==> src/bpwm_regs.vh <==
// Register offsets, field positions, reset values and timing counts for the
// buffered PWM generator. Definitions only; included by the design file.
`ifndef BPWM_REGS_VH
`define BPWM_REGS_VH

// Register byte offsets on the APB bus (one aligned word each)
`define BPWM_OFF_TIMER_COUNT 12'h000
`define BPWM_OFF_TIMER_PERIOD 12'h004
`define BPWM_OFF_TIMER_CONTROL 12'h008
`define BPWM_OFF_DUTY_LOW 12'h00C
`define BPWM_OFF_DUTY_HIGH 12'h010
`define BPWM_OFF_UNIT_CONTROL 12'h014

// Timer control fields
`define BPWM_TCON_PRESCALE_LSB 0
`define BPWM_TCON_ENABLE_BIT 2
`define BPWM_TCON_POSTSCALE_LSB 3
`define BPWM_TCON_MASK 8'h7F

// Unit control fields
`define BPWM_UCON_MODE_LSB 0
`define BPWM_UCON_DUTY_BITS_LSB 4
`define BPWM_UCON_MASK 8'h3F
`define BPWM_MODE_PWM_TOP 2'h3

// Reset values
`define BPWM_RESET_PERIOD 8'hFF
`define BPWM_RESET_BYTE 8'h00

// Oscillator periods per timer increment at prescale 1
`define BPWM_QUARTER_CYCLES 4

`endif

==> src/bpwm_top.v <==
// Buffered PWM generator: 8-bit time base, period register, double-buffered
// 10-bit duty compare and one output pin, programmed over APB.
// Assumes a single clock used as the oscillator and an APB master.
//
// Summary of operation
// Period is (period+1) times 4 clocks times the prescale.
// Timer equal to period clears on next increment, new period starts.
// Output goes high at each period start unless duty is zero.
// Duty low byte and bits copied into active buffer at period end.
// Postscaler setting never changes PWM period or frequency.
// Duty is 10 bits: low-byte register high eight, control bits 5:4 low.
// High time equals duty times one clock times the prescale.
// Duty writes accepted any time, effective only from next period.
// Duty high byte is read-only in PWM mode, shows active duty.
// Active duty held in high byte plus hidden 2-bit latch.
// Output cleared when active duty equals timer with two extension bits.
// Duty above period never clears the output in that period.
// Software writes period, duty, direction, prescale and enable, then mode.
// Prescaler divides by 1, 4 or 16 as the timer control selects.
// Usable resolution shrinks with shorter periods, log2 of clock ratio.
// Clearing the unit control register forces the output latch low.
// Software clears the pin direction bit so the output drives the pin.
// Timer advances every 4 clocks times prescale, only while enabled.
// Extension bits from phase counter at prescale 1, else prescaler bits.
`timescale 1ns/1ps
`include "bpwm_regs.vh"

module bpwm_top #(
  parameter ADDR_WIDTH = 12
) (
  input wire CLK_I,
  input wire RESET_N_I,
  input wire PSEL_I,
  input wire PENABLE_I,
  input wire PWRITE_I,
  input wire [ADDR_WIDTH-1:0] PADDR_I,
  input wire [31:0] PWDATA_I,
  output reg [31:0] PRDATA_O,
  output reg PREADY_O,
  output reg PSLVERR_O,
  output reg PWM_OUTPUT_PIN_O,
  output reg PWM_OUTPUT_EN_N_O
);

  reg [7:0] time_base_timer;
  reg [7:0] period_register;
  reg [6:0] timer_control_register;
  reg [7:0] duty_low_byte;
  reg [7:0] duty_high_byte;
  reg [1:0] duty_hidden_bits;
  reg [5:0] unit_control_register;
  reg pin_direction;
  reg [1:0] phase_count;
  reg [3:0] prescale_count;
  reg [31:0] next_prdata;
  reg next_slverr;
  reg [3:0] prescale_last;
  reg new_period;

  wire setup_phase;
  wire wr_en;
  wire [1:0] prescale_select;
  wire timer_enable_bit;
  wire pwm_mode;
  wire increment;
  wire period_match;
  wire [9:0] active_duty;
  wire [9:0] pending_duty;
  wire [1:0] ext_bits;
  wire [9:0] compare_value;

  // APB answers in the access cycle; setup cycle just loads the answer
  assign setup_phase = PSEL_I & ~PENABLE_I;
  assign wr_en = PSEL_I & PENABLE_I & PWRITE_I & PREADY_O;

  assign prescale_select = timer_control_register[1:0];
  assign timer_enable_bit = timer_control_register[`BPWM_TCON_ENABLE_BIT];
  assign pwm_mode = (unit_control_register[3:2] == `BPWM_MODE_PWM_TOP);

  // Prescale codes: 00 -> 1, 01 -> 4, 1x -> 16
  always @* begin
    case (prescale_select)
      2'h0: prescale_last = 4'h0;
      2'h1: prescale_last = 4'h3;
      default: prescale_last = 4'hF;
    endcase
  end

  // One timer increment every 4 clocks times the prescale
  assign increment = timer_enable_bit & (phase_count == 2'h3) &
    (prescale_count == prescale_last);

  // Postscaler bits 6:3 are stored and read back only; no timer or output logic uses them
  assign period_match = (time_base_timer == period_register);

  assign active_duty = {duty_high_byte, duty_hidden_bits};
  assign pending_duty = {duty_low_byte,
    unit_control_register[5:4]};

  // Extension bits give quarter-timer-step resolution; each step must last
  // one prescale period, so the slice of the prescaler follows the ratio
  assign ext_bits = (prescale_select == 2'h0) ? phase_count :
    (prescale_select == 2'h1) ? prescale_count[1:0] :
    prescale_count[3:2];
  // Compare at clock granularity of the fine count: high time = duty*Tosc*pre
  assign compare_value = {time_base_timer, ext_bits};

  // Quarter-cycle phase and prescaler counters
  always @(posedge CLK_I or negedge RESET_N_I) begin
    if (!RESET_N_I) begin
      phase_count <= 2'h0;
      prescale_count <= 4'h0;
    end else if (!timer_enable_bit) begin
      phase_count <= 2'h0;
      prescale_count <= 4'h0;
    end else if (phase_count == 2'h3) begin
      phase_count <= 2'h0;
      prescale_count <= (prescale_count == prescale_last) ? 4'h0 :
        prescale_count + 4'h1;
    end else begin
      phase_count <= phase_count + 2'h1;
    end
  end

  // Time base and period-end marker for the output stage
  always @(posedge CLK_I or negedge RESET_N_I) begin
    if (!RESET_N_I) begin
      time_base_timer <= 8'h00;
      new_period <= 1'b0;
    end else begin
      new_period <= increment & period_match;
      if (wr_en && PADDR_I == `BPWM_OFF_TIMER_COUNT)
        time_base_timer <= PWDATA_I[7:0];
      else if (increment && period_match)
        time_base_timer <= 8'h00;
      else if (increment)
        time_base_timer <= time_base_timer + 8'h01;
    end
  end

  // Active duty buffer loads at period end; outside PWM mode software can also write the high byte
  always @(posedge CLK_I or negedge RESET_N_I) begin
    if (!RESET_N_I) begin
      duty_high_byte <= `BPWM_RESET_BYTE;
      duty_hidden_bits <= 2'h0;
    end else if (increment && period_match) begin
      duty_high_byte <= pending_duty[9:2];
      duty_hidden_bits <= pending_duty[1:0];
    end else if (wr_en && !pwm_mode &&
                 PADDR_I == `BPWM_OFF_DUTY_HIGH) begin
      duty_high_byte <= PWDATA_I[7:0];
    end
  end

  // Software registers
  always @(posedge CLK_I or negedge RESET_N_I) begin
    if (!RESET_N_I) begin
      period_register <= `BPWM_RESET_PERIOD;
      timer_control_register <= 7'h00;
      duty_low_byte <= `BPWM_RESET_BYTE;
      unit_control_register <= 6'h00;
      pin_direction <= 1'b1;
    end else if (wr_en) begin
      case (PADDR_I)
        `BPWM_OFF_TIMER_PERIOD: period_register <= PWDATA_I[7:0];
        `BPWM_OFF_TIMER_CONTROL: begin
          timer_control_register <= PWDATA_I[6:0];
          pin_direction <= PWDATA_I[7];
        end
        `BPWM_OFF_DUTY_LOW: duty_low_byte <= PWDATA_I[7:0];
        `BPWM_OFF_UNIT_CONTROL:
          unit_control_register <= PWDATA_I[5:0];
        default: pin_direction <= pin_direction;
      endcase
    end
  end

  // Output latch: set at period start, cleared on duty match
  always @(posedge CLK_I or negedge RESET_N_I) begin
    if (!RESET_N_I) begin
      PWM_OUTPUT_PIN_O <= 1'b0;
    end else if (unit_control_register == 6'h00 || !pwm_mode) begin
      PWM_OUTPUT_PIN_O <= 1'b0;
    end else if (new_period) begin
      // Fresh duty now in buffer; zero duty keeps the pin low
      PWM_OUTPUT_PIN_O <= (active_duty != 10'h000);
    end else if (timer_enable_bit && compare_value == active_duty) begin
      // Never matches when duty exceeds the period count
      PWM_OUTPUT_PIN_O <= 1'b0;
    end
  end

  // Pin drive enable, active low, from the direction bit
  always @(posedge CLK_I or negedge RESET_N_I) begin
    if (!RESET_N_I)
      PWM_OUTPUT_EN_N_O <= 1'b1;
    else
      PWM_OUTPUT_EN_N_O <= pin_direction;
  end

  // Read data mux and error for unmapped addresses
  always @* begin
    next_prdata = 32'h0000_0000;
    next_slverr = 1'b0;
    case (PADDR_I)
      `BPWM_OFF_TIMER_COUNT: next_prdata[7:0] = time_base_timer;
      `BPWM_OFF_TIMER_PERIOD: next_prdata[7:0] = period_register;
      `BPWM_OFF_TIMER_CONTROL:
        next_prdata[7:0] = {pin_direction, timer_control_register};
      `BPWM_OFF_DUTY_LOW: next_prdata[7:0] = duty_low_byte;
      `BPWM_OFF_DUTY_HIGH: next_prdata[7:0] = duty_high_byte;
      `BPWM_OFF_UNIT_CONTROL:
        next_prdata[7:0] = {2'h0, unit_control_register};
      default: next_slverr = 1'b1;
    endcase
  end

  // APB slave: ready high in the access cycle, one wait-free cycle
  always @(posedge CLK_I or negedge RESET_N_I) begin
    if (!RESET_N_I) begin
      PREADY_O <= 1'b0;
      PRDATA_O <= 32'h0000_0000;
      PSLVERR_O <= 1'b0;
    end else begin
      PREADY_O <= setup_phase;
      PSLVERR_O <= setup_phase & next_slverr;
      if (setup_phase && !PWRITE_I)
        PRDATA_O <= next_prdata;
    end
  end

endmodule // bpwm_top

==> config.mk <==
export PLATFORM = sky130hd
export DESIGN_NAME = bpwm_top
export DESIGN_NICKNAME = d
export VERILOG_FILES = /design/src/bpwm_top.v
export VERILOG_INCLUDE_DIRS = /design/src
export SDC_FILE = /design/constraint.sdc
export NUM_CORES = 1
export LEC_CHECK = 0
export ABC_AREA = 1
export BUFFER_PORTS_ARGS = -buffer_cell sky130_fd_sc_hd__buf_2
export CORE_ASPECT_RATIO = 1.2
export CORE_MARGIN = 2
export CORE_UTILIZATION = 50
export CTS_CLUSTER_SIZE = 10
export DETAILED_ROUTE_END_ITERATION = 10
export PLACE_DENSITY = 0.84
export SLEW_MARGIN = 30
export SYNTH_ARGS = -nofsm -noshare
export SYNTH_HDL_FRONTEND = slang
export SYNTH_SLANG_ARGS = --single-unit
==> constraint.sdc <==
create_clock -name CLK_I -period 2.6 [get_ports CLK_I]
set_input_delay 0.52 -clock CLK_I [delete_from_list [all_inputs] [get_ports CLK_I]]
set_output_delay 0.52 -clock CLK_I [all_outputs]
set_load 0.03 [all_outputs]
-- Word-level counts from Yosys, hierarchy flattened
Index checks and enable logic that the tools add are counted.
- register bits after elaboration: 67
- latch bits: 0
- memory bits (writable): 0
- bits in read-only memories: 0
- bits of input ports: 49
- output and inout port bits: 36
- word-level logic and storage cells: 79
- memories kept: 0
- $add $sub $neg: 3
- multipliers: 0
- divide/modulo/power cells: 0
- $lt $le $gt $ge: 0
- eq/ne operators: 12
- shift operators: 0
- muxes and demuxes: 18
- bitwise logic cells: 9
- reduce and logical (&&, ||, !) cells: 21
- operator list (cell ; number):
    $pmux W8 S6 ; 1
    $mux W8 ; 5
    $eq A12 B4 Y1 const B ; 2
    $eq A12 B5 Y1 const B ; 2
    $eq A12 B3 Y1 const B ; 1
    $logic_not A12 Y1 ; 1
    $mux W4 ; 3
    $eq A10 B10 Y1 ; 1
    $reduce_bool A10 Y1 ; 1
    $add A8 B1 Y8 const B ; 1
    $and A1 B1 Y1 ; 8
    $eq A8 B8 Y1 ; 1
    $mux W2 ; 4
    $pmux W4 S2 ; 1
    $reduce_and A2 Y1 ; 4
    $logic_and A1 B1 Y1 ; 6
    $logic_not A6 Y1 ; 1
    $reduce_bool A3 Y1 ; 2
    $reduce_or A6 Y1 ; 1
    $add A4 B1 Y4 const B ; 1
    $eq A2 B2 Y1 const B ; 2
    $eq A4 B4 Y1 ; 1
    $mux W1 ; 4
    $add A2 B1 Y2 const B ; 1
    other kinds (7) ; 8

-- Longest topological paths before layout
- depth in word-level cells: 8
- depth in mapped cells: 10
- gate-level depth less buffers: 10

-- Worst setup path after synthesis
No wires, ideal clock.
- kind: input -> register
- start: in PADDR_I[0]
- end: reg time_base_timer[7]
- data arrival time: 1.527 ns
- data required time: 2.482 ns
- path slack: 0.954 ns
- stages on the path: 9
- cells stage by stage: inv_1 -> nand2_1 -> nor3_4 -> nand3_2 -> buf_2 -> nand3_1 -> o21ai_0 -> inv_1 -> nand2_1
- cells in the longest elaborated chain, start to end: 3
- elaborated cells between the ends (all ways): 4
- those cells by class: mux (1); reduce/logical (3)
- RTL lines (element ; RTL line ; source):
    start: declaration ; bpwm_top.v:36 ; input wire [ADDR_WIDTH-1:0] PADDR_I,
    $logic_not A12 Y1 * ; - ;
    $logic_and A1 B1 Y1 (no source line) * ; - ;
    $reduce_bool A3 Y1 (no source line) or $mux W8 (tied branches) ; - ;
    end signal: assignment ; bpwm_top.v:133 ; time_base_timer <= PWDATA_I[7:0];
    end signal: assignment ; bpwm_top.v:137 ; time_base_timer <= time_base_timer + 8'h01;
    end: declaration ; bpwm_top.v:45 ; reg [7:0] time_base_timer;
Every way passes the cells marked *; elsewhere a longest branch is shown, timed or not.
A chain may end at the register's enable or synchronous reset.

-- Worst setup path after layout
- start: reg timer_control_register[0]
- end: reg duty_high_byte[7]
- cells in the longest elaborated chain, start to end: 6
- elaborated cells between the ends (all ways): 8
- those cells by class: eq/ne (2); mux (2); bitwise (1); reduce/logical (3)
- RTL lines (element ; RTL line ; source):
    start: declaration ; bpwm_top.v:47 ; reg [6:0] timer_control_register;
    start signal: assignment ; bpwm_top.v:167 ; timer_control_register <= PWDATA_I[6:0];
    $eq A2 B1 Y1 or $logic_not A2 Y1 (tied branches) ; bpwm_top.v:82 ; case (prescale_select)
    $pmux W4 S2 * ; bpwm_top.v:82 ;
    $eq A4 B4 Y1 * ; bpwm_top.v:91 ; (prescale_count == prescale_last);
    $and A1 B1 Y1 * ; bpwm_top.v:90 ; assign increment = timer_enable_bit & (phase_count == 2'h3) &
    $logic_and A1 B1 Y1 * ; bpwm_top.v:146 ; end else if (increment && period_match) begin
    $mux W8 or $reduce_bool A2 Y1 (tied branches) ; - ;
    end signal: assignment ; bpwm_top.v:144 ; duty_high_byte <= `BPWM_RESET_BYTE;
    end signal: assignment ; bpwm_top.v:147 ; duty_high_byte <= pending_duty[9:2];
    end signal: assignment ; bpwm_top.v:151 ; duty_high_byte <= PWDATA_I[7:0];
    end: declaration ; bpwm_top.v:49 ; reg [7:0] duty_high_byte;
Marks and branches as above.

==> flow_metrics.env <==
export IMPL_synthArstFlopShare_pct=100.0
export IMPL_synthTopCellsByArea="dfrtp_1, nand2_1, o21ai_0"
export IMPL_post_cts_setup_buffers=0
export IMPL_min_path_type="input pin to asynchronous set/reset pin"
export IMPL_drtIter0Drc=309
export IMPL_antenna_cells=0
export IMPL_portBuffers=36
export IMPL_syn_area_um2=4139
export IMPL_dieArea_um2=9025
export IMPL_synth_top_family_by_area="simple AND/OR/NAND/NOR gates"
export IMPL_max_cap_viol_count=0
export IMPL_internal_power_uw=1607
export IMPL_multi_input_area_um2=1954
export IMPL_num_io_pins=85
export IMPL_fin_tns_setup_ns=0
export IMPL_drt_pass1_iter_count=6
export IMPL_synth_area_per_cell_um2=7.485
export IMPL_htree_levels=3
export IMPL_p_leak_uw=0.002275
export IMPL_yosys_area_top_type_share_pct=34.46
export IMPL_start_util_pct=51.33
export IMPL_synth_compound_area_share_pct=10.88
export IMPL_cts_resized=0
export IMPL_finalClockSkew_ns=0.009159
export IMPL_status="completed"
export IMPL_dp_cells=678
export IMPL_synthSimpleGateAreaFrac_pct=29.66
export IMPL_finalMaxSlewViolations=0
export IMPL_path_class="register to register"
export IMPL_numCtsBuffers=9
export IMPL_netlist_instances=553
export IMPL_hpwl_um=8251
export IMPL_synth_edf_count=0
export IMPL_die_x_um=87.06
export IMPL_die_h_um=103.7
export IMPL_crit_fanout=20
export IMPL_ctsHoldBuffers=0
export IMPL_area_growth_pct=9.643
export IMPL_dr_total_vias=3741
export IMPL_seq_area_um2=1689
export IMPL_wl_um=11110
export IMPL_yosysSeqAreaShare_pct=40.81
export IMPL_power_switching_uw=568.5
export IMPL_drive_gt1_share_pct=16.53
export IMPL_synth_seq_cells=67
export IMPL_peakVddDrop_mv=0.2219
export IMPL_drc=0
export IMPL_cts_reportedPaths_clkPinSlew_ns=0.08
export IMPL_crit_path_end_kind="register"
export IMPL_arrival_ns=2.48
export IMPL_max_clock_freq_mhz=450.6
export IMPL_pwr_share_comb_pct=9.7
export IMPL_hold_worst_slack_ns=0.1815
export IMPL_fin_crit_ns=2.219
export IMPL_synth_flop_cell="dfrtp_1"
export IMPL_grt_pass1_wl_um=18250
export IMPL_synthMuxAreaShare_pct=0
export IMPL_placementRows=36
export IMPL_synthAdderAreaFrac_pct=0.9069
export IMPL_hold_viol=0
export IMPL_grt_max_degree=41
export IMPL_clock_path_buffers=2
export IMPL_cp_required_ns=2.86
export IMPL_synth_distinct_cells=35
export IMPL_n_fill_cell=741
export IMPL_relSlewSlack_pct=57.12
export IMPL_cts_root_buf="clkbuf_8"
export IMPL_grt_pass1_vias=3698
export IMPL_worst_pin_slew_ns=0.6432
export IMPL_antenna_found_initial=0
export IMPL_clk_latency_ns=0.36
export IMPL_core_um2=8063
export IMPL_overflow=0
export IMPL_p_seq_share_pct=49.0
export IMPL_ant_nets=0
export IMPL_rsz0062_at_grt="no"
export IMPL_critPathLaunchType="register"
export IMPL_nets=646
export IMPL_synth_warnings=0
export IMPL_track_usage_pct=26.53
export IMPL_power_frac_clock_pct=41.3
export IMPL_switching_share_pct=26.14
export IMPL_clock_sinks=67
export IMPL_cts_tree="yes"
export IMPL_synth_largest_area_cell="dfrtp_1"
export IMPL_wl_per_cell_um=16.00
export IMPL_final_cell_count_no_fill=694
export IMPL_setup_viol=0
export IMPL_fin_util_pct=56.28
export IMPL_powerDensity_nw_per_um2=479.3
export IMPL_gp_congestion=0.9651
export IMPL_synthXorXnorAreaFrac_pct=3.597
export IMPL_via_per_inst=5.390
export IMPL_fin_crit_sh_pct=85.35
[critical path: stages, from the launching register on]
cell and delay (ns):
dfrtp_1 0.46, nor2_2 0.23, nand3b_1 0.12, o21ai_2 0.11, nand3_4 0.19, inv_4 0.16
nand2_2 0.29, clkinv_1 0.31, nand2_1 0.08, nand2_1 0.09, nand2_1 0.05
[final timing paths]
| check | start | to | slack, ns | cells after the start |
|---|---|---|---|---|
| worst max register to register | timer_control_register[0]$_DFFE_PN0P_ | duty_high_byte[7]$_DFFE_PN0P_ | 0.38 | 10 |
| worst max-delay path | timer_control_register[0]$_DFFE_PN0P_ | duty_high_byte[7]$_DFFE_PN0P_ | 0.38 | 10 |
| min in group CLK_I | PENABLE_I | PREADY_O$_DFF_PN0_ | 0.36 | 2 |
| max in group asynchronous | RESET_N_I | period_register[4]$_DFFE_PN1P_ | 1.72 | 2 |
| worst min-delay path | RESET_N_I | unit_control_register[5]$_DFFE_PN0P_ | 0.18 | 1 |
| worst min register to register | pin_direction$_DFFE_PN1P_ | PWM_OUTPUT_EN_N_O$_DFF_PN1_ | 0.38 | 0 |
[per-layer routing]
metal	track usage (%)	routed length, um
met2	42.48	5403
met4	15.40	566
met5	0	0
met3	6.056	646
met1	32.07	4488
[synth_stat cells (6+ instances only)]
cell type	instances
dfstp_2	10
inv_1	80
o21ai_0	61
a21boi_0	6
xor2_1	14
dfrtp_1	57
buf_2	7
nand4_1	20
nor2_1	48
nand2_1	118
buf_4	25
nand3_1	45
o21ai_1	7
or2_2	6
nand3_2	8
[per-stage QoR]
stage	worst slack [ns]	total power [uW]	area [um^2]
6_report	0.3808	2175	4538
5_1_grt	0.1858	2247	4538
4_1_cts	0.4295	2180	4538
3_5_place_dp	0.4392	1295	4340
3_3_place_gp	0.5013	1292	4340
2_1_floorplan	0.9545	1242	4225
[final cells by class]
cell class              count  share of cell area [%]
repair buffers             46                   5.900
clock inverters             2                  0.7720
clock buffers              14                   3.584
multi-input cells         388                   43.07
well taps                  95                   2.619
inverters                  82                   6.838
flip-flops and latches     67                   37.22
[sequential cells by signal (all words and copies together) (netlist names), 4 cells and up]
register and flops:
PRDATA_O 8, duty_high_byte 8, duty_low_byte 8, period_register 8
time_base_timer 8, timer_control_register 7, unit_control_register 6, prescale_count 4
[power groups by stage]
stage          Clock (uW)  Sequential [uW]  Combinational [uW]
2_1_floorplan           0             1120                 123
3_3_place_gp            0             1080                 208
3_5_place_dp            0             1090                 210
4_1_cts               903             1070                 210
5_1_grt               950             1070                 231
6_report              898             1070                 211
[cell usage in the layout (no fill, tap or decap), drive strengths merged]
master  instances
nand2         121
nor3            4
or2             6
dfrtp          57
buf            46
nand3b          1
xor2           14
nand4          21
clkinv          2
nand3          54
dfstp          10
clkbuf         14
xnor2           3
o22ai           2
conb           24
bufinv          1
ha              3
a21boi          6
inv            81
a21oi           2
o31ai           1
nor2           53
nor3b           1
o21ai          72
[logic make-up after synthesis]
kind of cell,Yosys count
simple gates,261
buf+inv,121
compound gates,83
flops,67
xor+xnor,17
fa+ha+maj,3
other cells,1
No activity file was read; power rests on OpenSTA's default activity.
